$ cat src/design/mqb_pkg.sv
// shared constants and types for the message queue and barrier sync block
package mqb_pkg;
  // ---------------------------------------------------------------
  // data path and node numbering
  // ---------------------------------------------------------------
  localparam int W = 64;
  localparam int NODE_W = 3;
  localparam int NODES = 8;
  localparam int SYNC_BITS = 16;
  localparam int BANK_BITS = 8;
  localparam int MSG_WORDS = 4;
  localparam int PAR_W = 4;
  // ---------------------------------------------------------------
  // queue geometry in local memory
  // ---------------------------------------------------------------
  localparam int QSLOTS = 4080;
  localparam int QSPARE = 16;
  localparam int QTOTAL = QSLOTS + QSPARE;
  localparam int SLOT_BYTES = 64;
  localparam int QBYTES = QTOTAL * SLOT_BYTES;
  localparam int PTR_W = 12;
  localparam int CNT_W = 13;
  localparam int IDX_W = 3;
  localparam int BYTE_W = 3;
  localparam int MEM_AW = 18;
  localparam logic [CNT_W-1:0] CNT_MSG_MAX = 13'h0FF0;
  localparam logic [CNT_W-1:0] CNT_ALL_MAX = 13'h1000;
  localparam logic [IDX_W-1:0] IDX_LAST = 3'h4;
  // ---------------------------------------------------------------
  // packets and translation annex
  // ---------------------------------------------------------------
  typedef enum logic [1:0] {
    PK_MSG = 2'h0,
    PK_ACK = 2'h1,
    PK_NACK = 2'h2,
    PK_ERR = 2'h3
  } mqb_kind_e;
  localparam int FC_W = 2;
  localparam logic [FC_W-1:0] FC_MSG = 2'h2;
  localparam int ANNEX_N = 8;
  localparam int ANNEX_IW = 3;
  // ---------------------------------------------------------------
  // software register map (word indices)
  // ---------------------------------------------------------------
  localparam int RA_W = 8;
  localparam int RD_W = 32;
  localparam logic [RA_W-1:0] RA_SYNC0 = 8'h00;
  localparam logic [RA_W-1:0] RA_SYNC1 = 8'h01;
  localparam logic [RA_W-1:0] RA_MODE = 8'h02;
  localparam logic [RA_W-1:0] RA_IEN = 8'h03;
  localparam logic [RA_W-1:0] RA_IPEND = 8'h04;
  localparam logic [RA_W-1:0] RA_QHEAD = 8'h05;
  localparam logic [RA_W-1:0] RA_QCNT = 8'h06;
  localparam logic [RA_W-1:0] RA_QPOP = 8'h07;
  localparam logic [RA_W-1:0] RA_STAT = 8'h08;
  localparam logic [RA_W-1:0] RA_ANNEX = 8'h10;
  localparam int IRQ_N = SYNC_BITS + 1;
  localparam int IRQ_MSG = 16;
endpackage : mqb_pkg

$ cat src/design/mqb_if.sv
// link between the support logic and the processor/network end
`timescale 1ns/10ps
interface mqb_if;
  import mqb_pkg::*;
  // processor write-buffer line
  logic wb_valid;
  logic wb_ready;
  logic [ANNEX_IW-1:0] wb_index;
  logic [MSG_WORDS*W-1:0] wb_data;
  // incoming packets
  logic rx_valid;
  logic rx_ready;
  mqb_kind_e rx_kind;
  logic [NODE_W-1:0] rx_src;
  logic rx_err;
  logic [MSG_WORDS*W-1:0] rx_data;
  // outgoing packets
  logic tx_valid;
  logic tx_ready;
  mqb_kind_e tx_kind;
  logic [NODE_W-1:0] tx_dest;
  logic [MSG_WORDS*W-1:0] tx_data;

  modport dev (
    input wb_valid, wb_index, wb_data, rx_valid, rx_kind, rx_src, rx_err,
    input rx_data, tx_ready,
    output wb_ready, rx_ready, tx_valid, tx_kind, tx_dest, tx_data
  );
  modport node (
    output wb_valid, wb_index, wb_data, rx_valid, rx_kind, rx_src, rx_err,
    output rx_data, tx_ready,
    input wb_ready, rx_ready, tx_valid, tx_kind, tx_dest, tx_data
  );
endinterface : mqb_if

$ cat src/design/mqb_support.sv


module mqb_support #(
  parameter logic [mqb_pkg::MEM_AW-1:0] QBASE = 18'h00000
) (
  // clock and reset
  input wire logic clk_sys,
  input wire logic reset,
  // link to the processor/network end
  mqb_if.dev lnk,
  // software register port
  input wire logic [mqb_pkg::RA_W-1:0] sw_addr,
  input wire logic [mqb_pkg::RD_W-1:0] sw_wdata,
  input wire logic sw_wr,
  input wire logic sw_rd,
  output logic [mqb_pkg::RD_W-1:0] sw_rdata,
  output logic irq,
  // local memory write port for the queue region
  output logic mem_we,
  output logic [mqb_pkg::MEM_AW-1:0] mem_addr,
  output logic [mqb_pkg::W-1:0] mem_wdata,
  // sync circuits
  output logic [mqb_pkg::SYNC_BITS-1:0] sync_out,
  input wire logic [mqb_pkg::SYNC_BITS-1:0] sync_bcast
);
  import mqb_pkg::*;

  typedef enum logic [3:0] {
    S_IDLE = 4'h1,
    S_STORE = 4'h2,
    S_REPLY = 4'h4,
    S_SEND = 4'h8
  } mqb_state_e;

  mqb_state_e state_q;
  logic [SYNC_BITS-1:0] mode_q;
  logic [SYNC_BITS-1:0] bc_prev_q;
  logic [SYNC_BITS-1:0] sync_done;
  logic [IRQ_N-1:0] ien_q;
  logic [IRQ_N-1:0] ipend_q;
  logic [IRQ_N-1:0] ev;
  logic [FC_W+NODE_W-1:0] annex_q [ANNEX_N];
  logic [PTR_W-1:0] head_q;
  logic [PTR_W-1:0] tail_q;
  logic [CNT_W-1:0] cnt_q;
  logic [IDX_W-1:0] widx_q;
  logic pend_q;
  logic nack_seen_q;
  mqb_kind_e cur_kind_q;
  mqb_kind_e rep_kind_q;
  logic [NODE_W-1:0] cur_src_q;
  logic [MSG_WORDS*W-1:0] cur_data_q;
  logic [NODE_W-1:0] snd_dest_q;
  logic [MSG_WORDS*W-1:0] snd_data_q;
  logic rx_take;
  logic wb_take;
  logic push;
  logic pop;
  logic fits;
  logic wr_sync0;
  logic wr_sync1;

  assign lnk.rx_ready = state_q == S_IDLE;
  assign lnk.wb_ready = state_q == S_IDLE && !pend_q && !lnk.rx_valid;
  assign rx_take = lnk.rx_valid && state_q == S_IDLE;
  assign wb_take = lnk.wb_valid && lnk.wb_ready;
  assign push = state_q == S_STORE && widx_q == IDX_LAST;
  assign pop = sw_wr && sw_addr == RA_QPOP && cnt_q != '0;
  // spare slots are kept for error packets; an error packet is dropped only once all 4096 slots are full
  assign fits = lnk.rx_kind == PK_ERR ? cnt_q < CNT_ALL_MAX
                                      : cnt_q < CNT_MSG_MAX;
  assign wr_sync0 = sw_wr && sw_addr == RA_SYNC0;
  assign wr_sync1 = sw_wr && sw_addr == RA_SYNC1;

  // ---------------------------------------------------------------
  // message receive, reply and send sequencer
  // ---------------------------------------------------------------
  always_ff @(posedge clk_sys) begin
    if (reset) begin
      state_q <= S_IDLE;
      widx_q <= '0;
      pend_q <= 1'b0;
      nack_seen_q <= 1'b0;
      cur_kind_q <= PK_MSG;
      rep_kind_q <= PK_ACK;
      cur_src_q <= '0;
      cur_data_q <= '0;
      snd_dest_q <= '0;
      snd_data_q <= '0;
    end else begin
      case (state_q)
        S_IDLE: begin
          if (rx_take) begin
            cur_kind_q <= lnk.rx_kind;
            cur_src_q <= lnk.rx_src;
            cur_data_q <= lnk.rx_data;
            widx_q <= '0;
            if (lnk.rx_kind == PK_ACK) begin
              pend_q <= 1'b0;
            end else if (lnk.rx_kind == PK_NACK) begin
              nack_seen_q <= 1'b1;
              state_q <= S_SEND;
            end else if (fits) begin
              state_q <= S_STORE;
            end else if (lnk.rx_kind == PK_MSG) begin
              rep_kind_q <= PK_NACK;
              state_q <= S_REPLY;
            end
          end else if (wb_take && annex_q[lnk.wb_index][NODE_W +: FC_W]
                       == FC_MSG) begin
            snd_dest_q <= annex_q[lnk.wb_index][NODE_W-1:0];
            snd_data_q <= lnk.wb_data;
            pend_q <= 1'b1;
            state_q <= S_SEND;
          end
        end
        S_STORE: begin
          widx_q <= widx_q + 3'h1;
          if (push) begin
            rep_kind_q <= PK_ACK;
            state_q <= cur_kind_q == PK_MSG ? S_REPLY : S_IDLE;
          end
        end
        S_REPLY: begin
          if (!lnk.tx_valid) begin
            state_q <= S_IDLE;
          end
        end
        S_SEND: begin
          if (!lnk.tx_valid) begin
            state_q <= S_IDLE;
          end
        end
        default: begin
          state_q <= S_IDLE;
        end
      endcase
    end
  end

  // one outgoing packet register shared by replies and sends
  always_ff @(posedge clk_sys) begin
    if (reset) begin
      lnk.tx_valid <= 1'b0;
      lnk.tx_kind <= PK_MSG;
      lnk.tx_dest <= '0;
      lnk.tx_data <= '0;
    end else if (state_q == S_REPLY && !lnk.tx_valid) begin
      lnk.tx_valid <= 1'b1;
      lnk.tx_kind <= rep_kind_q;
      lnk.tx_dest <= cur_src_q;
      lnk.tx_data <= cur_data_q;
    end else if (state_q == S_SEND && !lnk.tx_valid) begin
      lnk.tx_valid <= 1'b1;
      lnk.tx_kind <= PK_MSG;
      lnk.tx_dest <= snd_dest_q;
      lnk.tx_data <= snd_data_q;
    end else if (lnk.tx_ready) begin
      lnk.tx_valid <= 1'b0;
    end
  end

  // ---------------------------------------------------------------
  // queue in local memory: header word then four data words
  // ---------------------------------------------------------------
  always_ff @(posedge clk_sys) begin
    if (reset) begin
      mem_we <= 1'b0;
      mem_addr <= '0;
      mem_wdata <= '0;
    end else begin
      mem_we <= state_q == S_STORE;
      mem_addr <= QBASE + {tail_q, widx_q, {BYTE_W{1'b0}}};
      if (widx_q == '0) begin
        mem_wdata <= W'({cur_kind_q, cur_src_q});
      end else begin
        mem_wdata <= cur_data_q[(widx_q - 3'h1) * W +: W];
      end
    end
  end

  always_ff @(posedge clk_sys) begin
    if (reset) begin
      tail_q <= '0;
      head_q <= '0;
      cnt_q <= '0;
    end else begin
      if (push) begin
        tail_q <= tail_q + 12'h001;
      end
      if (pop) begin
        head_q <= head_q + 12'h001;
      end
      if (push && !pop) begin
        cnt_q <= cnt_q + 13'h0001;
      end else if (pop && !push) begin
        cnt_q <= cnt_q - 13'h0001;
      end
    end
  end

  // ---------------------------------------------------------------
  // sync bits: sixteen identical per-bit completion detectors
  // ---------------------------------------------------------------
  genvar b;
  generate
    for (b = 0; b < SYNC_BITS; b++) begin : g_sync
      // a new arrival written in the same cycle as a completion wins
      assign sync_done[b] = mode_q[b]
          ? (bc_prev_q[b] && !sync_bcast[b])
          : (sync_out[b] && sync_bcast[b] && !bc_prev_q[b]);
      always_ff @(posedge clk_sys) begin
        if (reset) begin
          sync_out[b] <= 1'b0;
          bc_prev_q[b] <= 1'b0;
        end else begin
          bc_prev_q[b] <= sync_bcast[b];
          if ((b < BANK_BITS) ? wr_sync0 : wr_sync1) begin
            sync_out[b] <= sw_wdata[b % BANK_BITS];
          end else if (sync_done[b]) begin
            sync_out[b] <= 1'b0;
          end
        end
      end
    end
  endgenerate

  // ---------------------------------------------------------------
  // interrupt pending flags: write one to clear, a new event wins
  // ---------------------------------------------------------------
  assign ev = {push, sync_done} & ien_q;
  always_ff @(posedge clk_sys) begin
    if (reset) begin
      ipend_q <= '0;
      irq <= 1'b0;
    end else begin
      if (sw_wr && sw_addr == RA_IPEND) begin
        ipend_q <= (ipend_q & ~sw_wdata[IRQ_N-1:0]) | ev;
      end else begin
        ipend_q <= ipend_q | ev;
      end
      irq <= |(ipend_q & ien_q);
    end
  end

  // ---------------------------------------------------------------
  // software registers
  // ---------------------------------------------------------------
  always_ff @(posedge clk_sys) begin
    if (reset) begin
      mode_q <= '0;
      ien_q <= '0;
      for (int k = 0; k < ANNEX_N; k++) begin
        annex_q[k] <= '0;
      end
    end else if (sw_wr) begin
      if (sw_addr == RA_MODE) begin
        mode_q <= sw_wdata[SYNC_BITS-1:0];
      end
      if (sw_addr == RA_IEN) begin
        ien_q <= sw_wdata[IRQ_N-1:0];
      end
      if (sw_addr[RA_W-1:ANNEX_IW] == RA_ANNEX[RA_W-1:ANNEX_IW]) begin
        annex_q[sw_addr[ANNEX_IW-1:0]] <= sw_wdata[FC_W+NODE_W-1:0];
      end
    end
  end

  always_ff @(posedge clk_sys) begin
    if (reset) begin
      sw_rdata <= '0;
    end else if (sw_rd) begin
      sw_rdata <= '0;
      case (sw_addr)
        RA_SYNC0: sw_rdata <= RD_W'(sync_out[BANK_BITS-1:0]);
        RA_SYNC1: sw_rdata <= RD_W'(sync_out[SYNC_BITS-1:BANK_BITS]);
        RA_MODE: sw_rdata <= RD_W'(mode_q);
        RA_IEN: sw_rdata <= RD_W'(ien_q);
        RA_IPEND: sw_rdata <= RD_W'(ipend_q);
        RA_QHEAD: sw_rdata <= RD_W'(head_q);
        RA_QCNT: sw_rdata <= RD_W'(cnt_q);
        RA_STAT: sw_rdata <= RD_W'({nack_seen_q, pend_q});
        default: begin
          if (sw_addr[RA_W-1:ANNEX_IW] == RA_ANNEX[RA_W-1:ANNEX_IW]) begin
            sw_rdata <= RD_W'(annex_q[sw_addr[ANNEX_IW-1:0]]);
          end
        end
      endcase
    end
  end
endmodule : mqb_support

$ cat src/flat_wrapper.sv
// flat-port wrapper written by rule: the top's interface ports become plain ports
module mqb_support_flat import mqb_pkg::*;
#(
  parameter logic [mqb_pkg::MEM_AW-1:0] QBASE = 18'h00000
)
  (clk_sys, reset, sw_addr, sw_wdata, sw_wr, sw_rd, sw_rdata, irq, mem_we, mem_addr, mem_wdata, sync_out, sync_bcast, lnk_wb_valid, lnk_wb_index, lnk_wb_data, lnk_rx_valid, lnk_rx_kind, lnk_rx_src, lnk_rx_err, lnk_rx_data, lnk_tx_ready, lnk_wb_ready, lnk_rx_ready, lnk_tx_valid, lnk_tx_kind, lnk_tx_dest, lnk_tx_data);
  mqb_if lnk_i ();
  input wire logic clk_sys;
  input wire logic reset;
  input wire logic [mqb_pkg::RA_W-1:0] sw_addr;
  input wire logic [mqb_pkg::RD_W-1:0] sw_wdata;
  input wire logic sw_wr;
  input wire logic sw_rd;
  output logic [mqb_pkg::RD_W-1:0] sw_rdata;
  output logic irq;
  output logic mem_we;
  output logic [mqb_pkg::MEM_AW-1:0] mem_addr;
  output logic [mqb_pkg::W-1:0] mem_wdata;
  output logic [mqb_pkg::SYNC_BITS-1:0] sync_out;
  input wire logic [mqb_pkg::SYNC_BITS-1:0] sync_bcast;
  input wire logic [$bits(lnk_i.wb_valid)-1:0] lnk_wb_valid;
  input wire logic [$bits(lnk_i.wb_index)-1:0] lnk_wb_index;
  input wire logic [$bits(lnk_i.wb_data)-1:0] lnk_wb_data;
  input wire logic [$bits(lnk_i.rx_valid)-1:0] lnk_rx_valid;
  input wire logic [$bits(lnk_i.rx_kind)-1:0] lnk_rx_kind;
  input wire logic [$bits(lnk_i.rx_src)-1:0] lnk_rx_src;
  input wire logic [$bits(lnk_i.rx_err)-1:0] lnk_rx_err;
  input wire logic [$bits(lnk_i.rx_data)-1:0] lnk_rx_data;
  input wire logic [$bits(lnk_i.tx_ready)-1:0] lnk_tx_ready;
  output wire logic [$bits(lnk_i.wb_ready)-1:0] lnk_wb_ready;
  output wire logic [$bits(lnk_i.rx_ready)-1:0] lnk_rx_ready;
  output wire logic [$bits(lnk_i.tx_valid)-1:0] lnk_tx_valid;
  output wire logic [$bits(lnk_i.tx_kind)-1:0] lnk_tx_kind;
  output wire logic [$bits(lnk_i.tx_dest)-1:0] lnk_tx_dest;
  output wire logic [$bits(lnk_i.tx_data)-1:0] lnk_tx_data;
  assign lnk_i.wb_valid = lnk_wb_valid;
  assign lnk_i.wb_index = lnk_wb_index;
  assign lnk_i.wb_data = lnk_wb_data;
  assign lnk_i.rx_valid = lnk_rx_valid;
  assign lnk_i.rx_kind = lnk_rx_kind;
  assign lnk_i.rx_src = lnk_rx_src;
  assign lnk_i.rx_err = lnk_rx_err;
  assign lnk_i.rx_data = lnk_rx_data;
  assign lnk_i.tx_ready = lnk_tx_ready;
  assign lnk_wb_ready = lnk_i.wb_ready;
  assign lnk_rx_ready = lnk_i.rx_ready;
  assign lnk_tx_valid = lnk_i.tx_valid;
  assign lnk_tx_kind = lnk_i.tx_kind;
  assign lnk_tx_dest = lnk_i.tx_dest;
  assign lnk_tx_data = lnk_i.tx_data;
  mqb_support #(.QBASE(QBASE)) u_core (.clk_sys(clk_sys), .reset(reset), .lnk(lnk_i), .sw_addr(sw_addr), .sw_wdata(sw_wdata), .sw_wr(sw_wr), .sw_rd(sw_rd), .sw_rdata(sw_rdata), .irq(irq), .mem_we(mem_we), .mem_addr(mem_addr), .mem_wdata(mem_wdata), .sync_out(sync_out), .sync_bcast(sync_bcast));
endmodule
$ cat config.mk
export PLATFORM = sky130hd
export DESIGN_NAME = mqb_support_flat
export DESIGN_NICKNAME = d
export VERILOG_FILES = /design/src/design/mqb_pkg.sv /design/src/design/mqb_if.sv /design/src/design/mqb_support.sv /design/src/flat_wrapper.sv
export SDC_FILE = /design/constraint.sdc
export NUM_CORES = 2
export LEC_CHECK = 0
export ABC_CLOCK_PERIOD_IN_PS = 3900
export BUFFER_PORTS_ARGS = -buffer_cell sky130_fd_sc_hd__buf_2
export CORE_AREA = 2 2 383 385
export CTS_BUF_LIST = sky130_fd_sc_hd__clkbuf_16
export CTS_CLUSTER_DIAMETER = 30
export DETAILED_ROUTE_END_ITERATION = 8
export DIE_AREA = 0 0 385 387
export GPL_TIMING_DRIVEN = 1
export MAX_ROUTING_LAYER = met4
export PLACE_DENSITY = 0.58
export SETUP_SLACK_MARGIN = 0.4
export SLEW_MARGIN = 5
export SYNTH_ARGS = -nofsm -noshare
export SYNTH_HDL_FRONTEND = slang
export SYNTH_SLANG_ARGS = --single-unit
export TNS_END_PERCENT = 30
$ cat constraint.sdc
create_clock -name clk_sys -period 3.9 [get_ports clk_sys]
set_input_delay 0 -clock clk_sys [delete_from_list [all_inputs] [get_ports clk_sys]]
set_output_delay 0 -clock clk_sys [all_outputs]
set_load 0.01 [all_outputs]
Word level (Yosys, flattened, before mapping) --
Memory sizes are Yosys's and may differ from the RTL's. Cells that the tools add are included. W data, S select, Z words.
Word-level totals: logic and storage cells 340, memories kept 1, output and inout port bits 396, RAM bits 40, input port bits 584, flip-flop bits (word level) 1028
Cells by class: eq/ne operators 29, reductions and logical operators 139, magnitude comparators 2, shift-type cells 1, bitwise logic cells 8, multiplexer cells 95, add/sub/neg operators 6
Memory list:
- u_core.annex_q | depth 8, bits a word 5, rd ports 2, clocked after Yosys merged registers in 0, wr ports 8, line mqb_support.sv:42 | logic [FC_W+NODE_W-1:0] annex_q [ANNEX_N];
Operators by type and width (number):
- $mux W256 | 2
- $pmux W32 S8 | 1
- $shiftx A256 B33 Y64 | 1
- $logic_and A1 B1 Y1 | 63
- $mux W1 | 62
- $and A17 B17 Y17 | 3
- $reduce_bool A2 Y1 | 20
- $logic_not A1 Y1 | 37
- $or A17 B17 Y17 | 2
- $eq A8 B3 Y1 const B | 4
- $mux W4 | 8
- $mux W13 | 2
- $add A12 B1 Y12 const B | 2
- $mux W17 | 1
- $not A17 Y17 | 1
- $reduce_or A17 Y1 | 1
- $eq A8 B2 Y1 const B | 2
- $mux W2 | 8
- $mux W3 | 5
- $mux W5 | 3
- $add A13 B1 Y13 const B | 1
- $lt A13 B12 Y1 const B | 1
- $lt A13 B13 Y1 const B | 1
- $reduce_bool A13 Y1 | 1
- 33 further kinds | 48

Logic depth before layout (Yosys ltp) --
depth in word-level cells 8, mapped depth 14, depth with buffers taken out 13

Worst setup path after synthesis --
Ideal clock, no wire load.
path type register to register, from register u_core.state_q[3], to register u_core.cnt_q[12], period minus slack after synthesis 3.337 ns, arrival time 3.217 ns, required time 3.779 ns, library setup time 0.121 ns, cell stages (with the launch flop) 13, path buffers 1, path slack 0.563 ns, path through dfxtp_1 -> clkbuf_2 -> nor2_1 -> nand3_1 -> nor2_1 -> ha_1 -> inv_1 -> fa_1 -> a211oi_1 -> o211ai_1 -> a41oi_1 -> mux2i_1 -> mux2_2
On the way: longest elaborated chain between the ends 5, elaborated cells on any way between the ends 7, classes of those cells eq/ne (1); mux (1); reduce/logical (5)
RTL lines:
- start, declared | line mqb_support.sv:35 | mqb_state_e state_q;
- start signal, assigned | line mqb_support.sv:121 | state_q <= cur_kind_q == PK_MSG ? S_REPLY : S_IDLE;
- $eq A4 B2 Y1 (*) | line mqb_support.sv:67 | assign push = state_q == S_STORE && widx_q == IDX_LAST;
- $logic_and A1 B1 Y1 (*) | line mqb_support.sv:67
- net u_core.push | line mqb_support.sv:57 | logic push;
- $logic_not A1 Y1 | line mqb_support.sv:196 | end else if (pop && !push) begin
- $logic_and A1 B1 Y1 | line mqb_support.sv:196
- $reduce_bool A2 Y1 (no source line)
- end signal, assigned | line mqb_support.sv:195 | cnt_q <= cnt_q + 13'h0001;
- end signal, assigned | line mqb_support.sv:197 | cnt_q <= cnt_q - 13'h0001;
- end, declared | line mqb_support.sv:45 | logic [CNT_W-1:0] cnt_q;
Mark *: on every way through the listed nets, which the timed path passes. The rest lies on a longest branch. A chain may end at the register's enable or synchronous reset.

Worst setup path after layout --
from input port sw_addr[4] (netlist bit), to register u_core.mode_q[11]
On the way: longest elaborated chain between the ends 2
RTL lines:
- start, declared | line flat_wrapper.sv:10 | input wire logic [mqb_pkg::RA_W-1:0] sw_addr;
- $eq A8 B2 Y1 | line mqb_support.sv:257 | if (sw_addr == RA_MODE) begin
- $reduce_and A2 Y1 (no source line)
- end signal, assigned | line mqb_support.sv:258 | mode_q <= sw_wdata[SYNC_BITS-1:0];
- end, declared | line mqb_support.sv:36 | logic [SYNC_BITS-1:0] mode_q;
Every way passes these cells.

==> impl_results.html <==
<table>
<tr><th>Metric</th><th>Value</th></tr>
<tr><th colspan="2">Status</th></tr>
<tr><td>Status</td><td>finished, final reports clean</td></tr>
<tr><th colspan="2">GRT</th></tr>
<tr><td>Wire length of the first global-routing pass</td><td>between 300 and 400 mm</td></tr>
<tr><td>Largest net degree at the start of global routing</td><td>roughly 230</td></tr>
<tr><td>Overflow after GRT</td><td>0</td></tr>
<tr><td>Overall routing resource usage</td><td>between 20% and 30%</td></tr>
<tr><td>Number of global-route vias before repair</td><td>48650</td></tr>
<tr><td>Antenna violations before repair</td><td>between 50 and 60</td></tr>
<tr><th colspan="2">Detailed routing</th></tr>
<tr><td>DRT Pass-1 Iters</td><td>8</td></tr>
<tr><td>Starting DRT DRC Count</td><td>between 4000 and 5000</td></tr>
<tr><td>Wire length on met1</td><td>~80 mm</td></tr>
<tr><td>Routed WL per cell</td><td>around 22 um</td></tr>
<tr><td>Vias post-DR</td><td>about 49000</td></tr>
<tr><td>Highest signal layer in the routed design</td><td>met4</td></tr>
<tr><td>Metal3 WL</td><td>about 18 mm</td></tr>
<tr><td>Vias/cell</td><td>a little over 5</td></tr>
<tr><td>Final antenna-violating net count</td><td>0</td></tr>
<tr><td>Wire length on met2</td><td>roughly 94 mm</td></tr>
<tr><td>DRC errors left</td><td>0</td></tr>
<tr><td>Wire length reported by the detailed router</td><td>around 210 mm</td></tr>
<tr><th colspan="2">Power</th></tr>
<tr><td>Static leakage power</td><td>~28 nW</td></tr>
<tr><td>Ratio of total power to cell area</td><td>550 mW/mm^2</td></tr>
<tr><td>VDD IR max</td><td>roughly 430 uV</td></tr>
<tr><th colspan="2">Floorplan</th></tr>
<tr><td>Count of standard-cell rows</td><td>140</td></tr>
<tr><td>CORE AREA</td><td>about 0.14 mm^2</td></tr>
<tr><td>Die ar.</td><td>0.149 mm^2</td></tr>
<tr><td>Number of top-level pins</td><td>between 900 and 1000</td></tr>
<tr><td>Initial core utilization</td><td>between 20 and 30%</td></tr>
<tr><td>Die height</td><td>387 um</td></tr>
<tr><td>Die Wd</td><td>roughly 390 um</td></tr>
<tr><th colspan="2">Placed design</th></tr>
<tr><td>Detailed Place HPWL</td><td>130 mm</td></tr>
<tr><td>Count of input and output buffers</td><td>~950</td></tr>
<tr><td>Final weighted congestion in routability-driven placement</td><td>0.934</td></tr>
<tr><td>Placed cell area</td><td>slightly below 0.05 mm^2</td></tr>
<tr><th colspan="2">Clock network</th></tr>
<tr><td>Clock latency at the later pin of the worst-skew pair</td><td>between 0.9 and 1 ns</td></tr>
<tr><td>Number of buffers created by CTS</td><td>between 200 and 300</td></tr>
<tr><td>Buffers from clock root to sink, at most</td><td>4</td></tr>
<tr><td>CTS sink count</td><td>1050</td></tr>
<tr><td>Clock root cell</td><td>sky130_fd_sc_hd__clkbuf_16</td></tr>
<tr><td>Clock tree from TritonCTS</td><td>done</td></tr>
<tr><td>CTS H-tree lvls</td><td>5</td></tr>
<tr><td>Clock transition at the registers of the reported paths</td><td>approximately 0.04 ns</td></tr>
<tr><th colspan="2">STA</th></tr>
<tr><td>Worst slew margin relative to its limit</td><td>about 17%</td></tr>
<tr><td>Number of failing setup endpoints in the final timing report</td><td>0</td></tr>
<tr><td>Unrepaired setup endpoints after global routing</td><td>true</td></tr>
<tr><td>Period utilisation layout</td><td>around 87%</td></tr>
<tr><td>Slew of the pin with the lowest slew margin</td><td>1.24 ns</td></tr>
<tr><td>Setup_tns</td><td>0 ns</td></tr>
<tr><td>Final hold violation count</td><td>0</td></tr>
<tr><td>Max-slew violations</td><td>0</td></tr>
<tr><td>Final period demand of the worst path</td><td>3.38 ns</td></tr>
<tr><td>Fmax</td><td>a little under 300 MHz</td></tr>
<tr><td>Worst clock skew on the final layout</td><td>roughly 0.11 ns</td></tr>
<tr><th colspan="2">Logic synthesis</th></tr>
<tr><td>Synth unique cells</td><td>71</td></tr>
<tr><td>Top area cells in the synthesized netlist</td><td>sky130_fd_sc_hd__dfxtp_1 (48%), sky130_fd_sc_hd__nand2_1 (15%), sky130_fd_sc_hd__a21oi_1 (6.9%), sky130_fd_sc_hd__a311oi_1 (5.4%), sky130_fd_sc_hd__mux4_2 (4.7%)</td></tr>
<tr><td>Post-Syn Area</td><td>approximately 0.042 mm^2</td></tr>
<tr><td>Post-synthesis area per instance</td><td>between 8 and 9 um^2</td></tr>
<tr><td>Share of synthesized registers carrying an async set or reset</td><td>0%</td></tr>
<tr><td>Cell type with the largest total area after synthesis</td><td>sky130_fd_sc_hd__dfxtp_1</td></tr>
<tr><td>Register area share after synthesis</td><td>approximately 51%</td></tr>
<tr><td>Synth Register Bits</td><td>about 1100</td></tr>
<tr><td>Warnings, synthesis</td><td>0</td></tr>
<tr><td>Number of enable-type register cells in the synthesized netlist</td><td>40</td></tr>
<tr><td>Cell count after synthesis</td><td>roughly 5000</td></tr>
<tr><td>Top-area cell type share of the netlist area</td><td>between 40% and 50%</td></tr>
<tr><td>Primary flip-flop cell chosen by synthesis mapping</td><td>sky130_fd_sc_hd__dfxtp_1</td></tr>
<tr><th colspan="2">Critical path</th></tr>
<tr><td>Source of the critical timing path</td><td>sw_addr[4]</td></tr>
<tr><td>WP data arrival</td><td>approximately 4.1 ns</td></tr>
<tr><td>Startpoint kind of the worst setup timing path</td><td>input port</td></tr>
<tr><td>Slowest cell on the critical path</td><td>sky130_fd_sc_hd__dlygate4sd3_1</td></tr>
<tr><td>Largest fanout on the critical path</td><td>16</td></tr>
<tr><td>Top cell by count, worst path</td><td>sky130_fd_sc_hd__dlygate4sd3_1</td></tr>
<tr><td>Critical Path, Cell by Cell</td><td>dlygate4sd3_1, buf_2, or4_1, dlygate4sd3_1, nor4_4, nand2_1, nand2_1, a21oi_1, dlygate4sd3_1</td></tr>
<tr><td>Required time of the worst setup path</td><td>roughly 4.6 ns</td></tr>
<tr><td>Class of the most critical setup path</td><td>input port to flip-flop</td></tr>
<tr><td>CP max stage delay</td><td>about 0.67 ns</td></tr>
<tr><td>Reg2reg start</td><td>u_core.widx_q[0]</td></tr>
<tr><td>Kind of capture point of the worst setup path</td><td>flip-flop</td></tr>
<tr><th colspan="2">Worst hold path</th></tr>
<tr><td>Hold path start</td><td>lnk_wb_data[8]</td></tr>
<tr><td>Kind of path behind the tightest hold check</td><td>input port to flip-flop</td></tr>
<tr><th colspan="2">Layout</th></tr>
<tr><td>Share of final-layout standard cells stronger than drive strength 1</td><td>roughly a fifth</td></tr>
<tr><td>Fin nets</td><td>between 7000 and 8000</td></tr>
<tr><td>Filler Cells Inserted</td><td>12676</td></tr>
<tr><td>Growth of design area from synthesis to finish</td><td>68.7%</td></tr>
<tr><td>Finished Cell Area</td><td>0.0714 mm^2</td></tr>
<tr><th colspan="2">Flow run</th></tr>
<tr><td>Max-cap check violation count</td><td>0</td></tr>
</table>
## sequential cells by signal (all words and copies together), names as in the netlist, 17 cells and up
register            flops
u_core.mem_wdata       64
u_core.ien_q           17
u_core.lnk.tx_data    256
u_core.sw_rdata        17
u_core.cur_data_q     256
u_core.annex_q         40
u_core.ipend_q         17
u_core.snd_data_q     256
## Yosys cell counts, drive strengths merged (13+ instances only)
| library cell | number |
|---|---|
| a21oi | 582 |
| a22oi | 41 |
| a311oi | 262 |
| and2 | 46 |
| buf | 162 |
| clkbuf | 259 |
| dfxtp | 1010 |
| edfxtp | 40 |
| ha | 17 |
| mux2i | 27 |
| mux4 | 88 |
| nand2 | 1690 |
| nand2b | 13 |
| nand3 | 47 |
| nand3b | 17 |
| nor2 | 396 |
| nor2b | 97 |
| nor3 | 20 |
| o21a | 16 |
| o21ai | 19 |
| or4bb | 16 |
| xnor2 | 15 |
| xor2 | 15 |
## path summary, 6_finish.rpt
path                                 end  slack (ns)  cells after the start
hold reg to reg   u_core.lnk.tx_data[80]        0.42                      2
hold / removal      u_core.snd_data_q[8]        0.06                      4
setup / recovery       u_core.mode_q[11]        0.52                      9
setup reg to reg        u_core.cnt_q[12]        0.53                     13
## logic make-up (layout without fill, tap and decap cells)
family / count (synthesis) / in the layout / share of synthesized area [%]
compound gates: 971 / 971 / 14.5
xor+xnor: 30 / 30 / 0.621
fa+ha+maj: 18 / 18 / 0.550
buf+inv: 432 / 2893 / 4.67
flops: 1050 / 1050 / 50.6
mux: 120 / 120 / 5.46
other cells: 1 / 80 / 0.00887
simple gates: 2403 / 2403 / 23.5
## through the flow
stage,hold WS (ns),power (mW),utilization (%),std cells,worst slack [ns]
after detailed placement,0.246,15.9,33.5,7565,0.377
after global placement,0.238,15.9,33.5,7565,0.394
after floorplan,0.128,14.3,-,5042,0.563
final,0.0580,39.3,49.3,9482,0.517
after global routing,0.0328,40.4,49.2,9472,0.321
after CTS,0.000231,39.1,49.1,9418,0.419
## where the power goes
part / leakage (nW) / switching (mW) / internal [mW] / total (mW)
Combinational: 14.9 / 2.70 / 2.41 / 5.11
Clock: 4.50 / 6.84 / 15.1 / 21.9
Sequential: 8.57 / 0.644 / 11.6 / 12.2
Total: 28.0 / 10.2 / 29.1 / 39.3
## area by class of cell
| type | count | area [um^2] | area share [%] |
|---|---|---|---|
| inverters | 11 | 41.3 | 0.0579 |
| well taps | 1917 | 2400 | 3.36 |
| flip-flops and latches | 1050 | 21400 | 30.0 |
| repair buffers | 2400 | 19400 | 27.1 |
| clock inverters | 195 | 1760 | 2.47 |
| multi-input cells | 3560 | 19000 | 26.7 |
| clock buffers | 287 | 7180 | 10.1 |
| diodes | 62 | 155 | 0.217 |
## layer usage
metal	vias to the layer above	global-route usage, %
met3	798	6.83
met4	0	19.2
met1	23244	31.9
met5	-	-
met2	2737	41.8
li1	21759	-
## placed cells by master (no fill, tap or decap), types with 30 or more instances in the layout
| cell | n |
|---|---|
| sky130_fd_sc_hd__a22oi_1 | 41 |
| sky130_fd_sc_hd__nor2_1 | 395 |
| sky130_fd_sc_hd__mux4_2 | 88 |
| sky130_fd_sc_hd__inv_1 | 53 |
| sky130_fd_sc_hd__a311oi_1 | 262 |
| sky130_fd_sc_hd__dfxtp_1 | 1009 |
| sky130_fd_sc_hd__buf_4 | 63 |
| sky130_fd_sc_hd__a21oi_1 | 582 |
| sky130_fd_sc_hd__edfxtp_1 | 40 |
| sky130_fd_sc_hd__and2_1 | 44 |
| sky130_fd_sc_hd__buf_2 | 944 |
| sky130_fd_sc_hd__diode_2 | 62 |
| sky130_fd_sc_hd__clkbuf_16 | 287 |
| sky130_fd_sc_hd__dlygate4sd3_1 | 1371 |
| sky130_fd_sc_hd__bufinv_16 | 30 |
| sky130_fd_sc_hd__clkinv_2 | 34 |
| sky130_fd_sc_hd__nor2b_1 | 97 |
| sky130_fd_sc_hd__clkinv_1 | 51 |
| sky130_fd_sc_hd__nand2_1 | 1688 |
| sky130_fd_sc_hd__nand3_1 | 45 |
## timing repair
item / CTS / global route
resized for setup: 1 / 3
hold endpoints to repair: 727 / 0
buffers inserted: 0 / 2
endpoints found under the setup margin: 1 / 4
hold buffers: 1371 / 0
## critical path, delay by kind of cell
| family | cells | cell delay [ns] |
|---|---|---|
| AOI/OAI and AO/OA | 1 | 0.08 |
| buffers and inverters | 4 | 1.95 |
| and+or+nand+nor | 4 | 2.08 |
(Power assumes the default switching activity.)
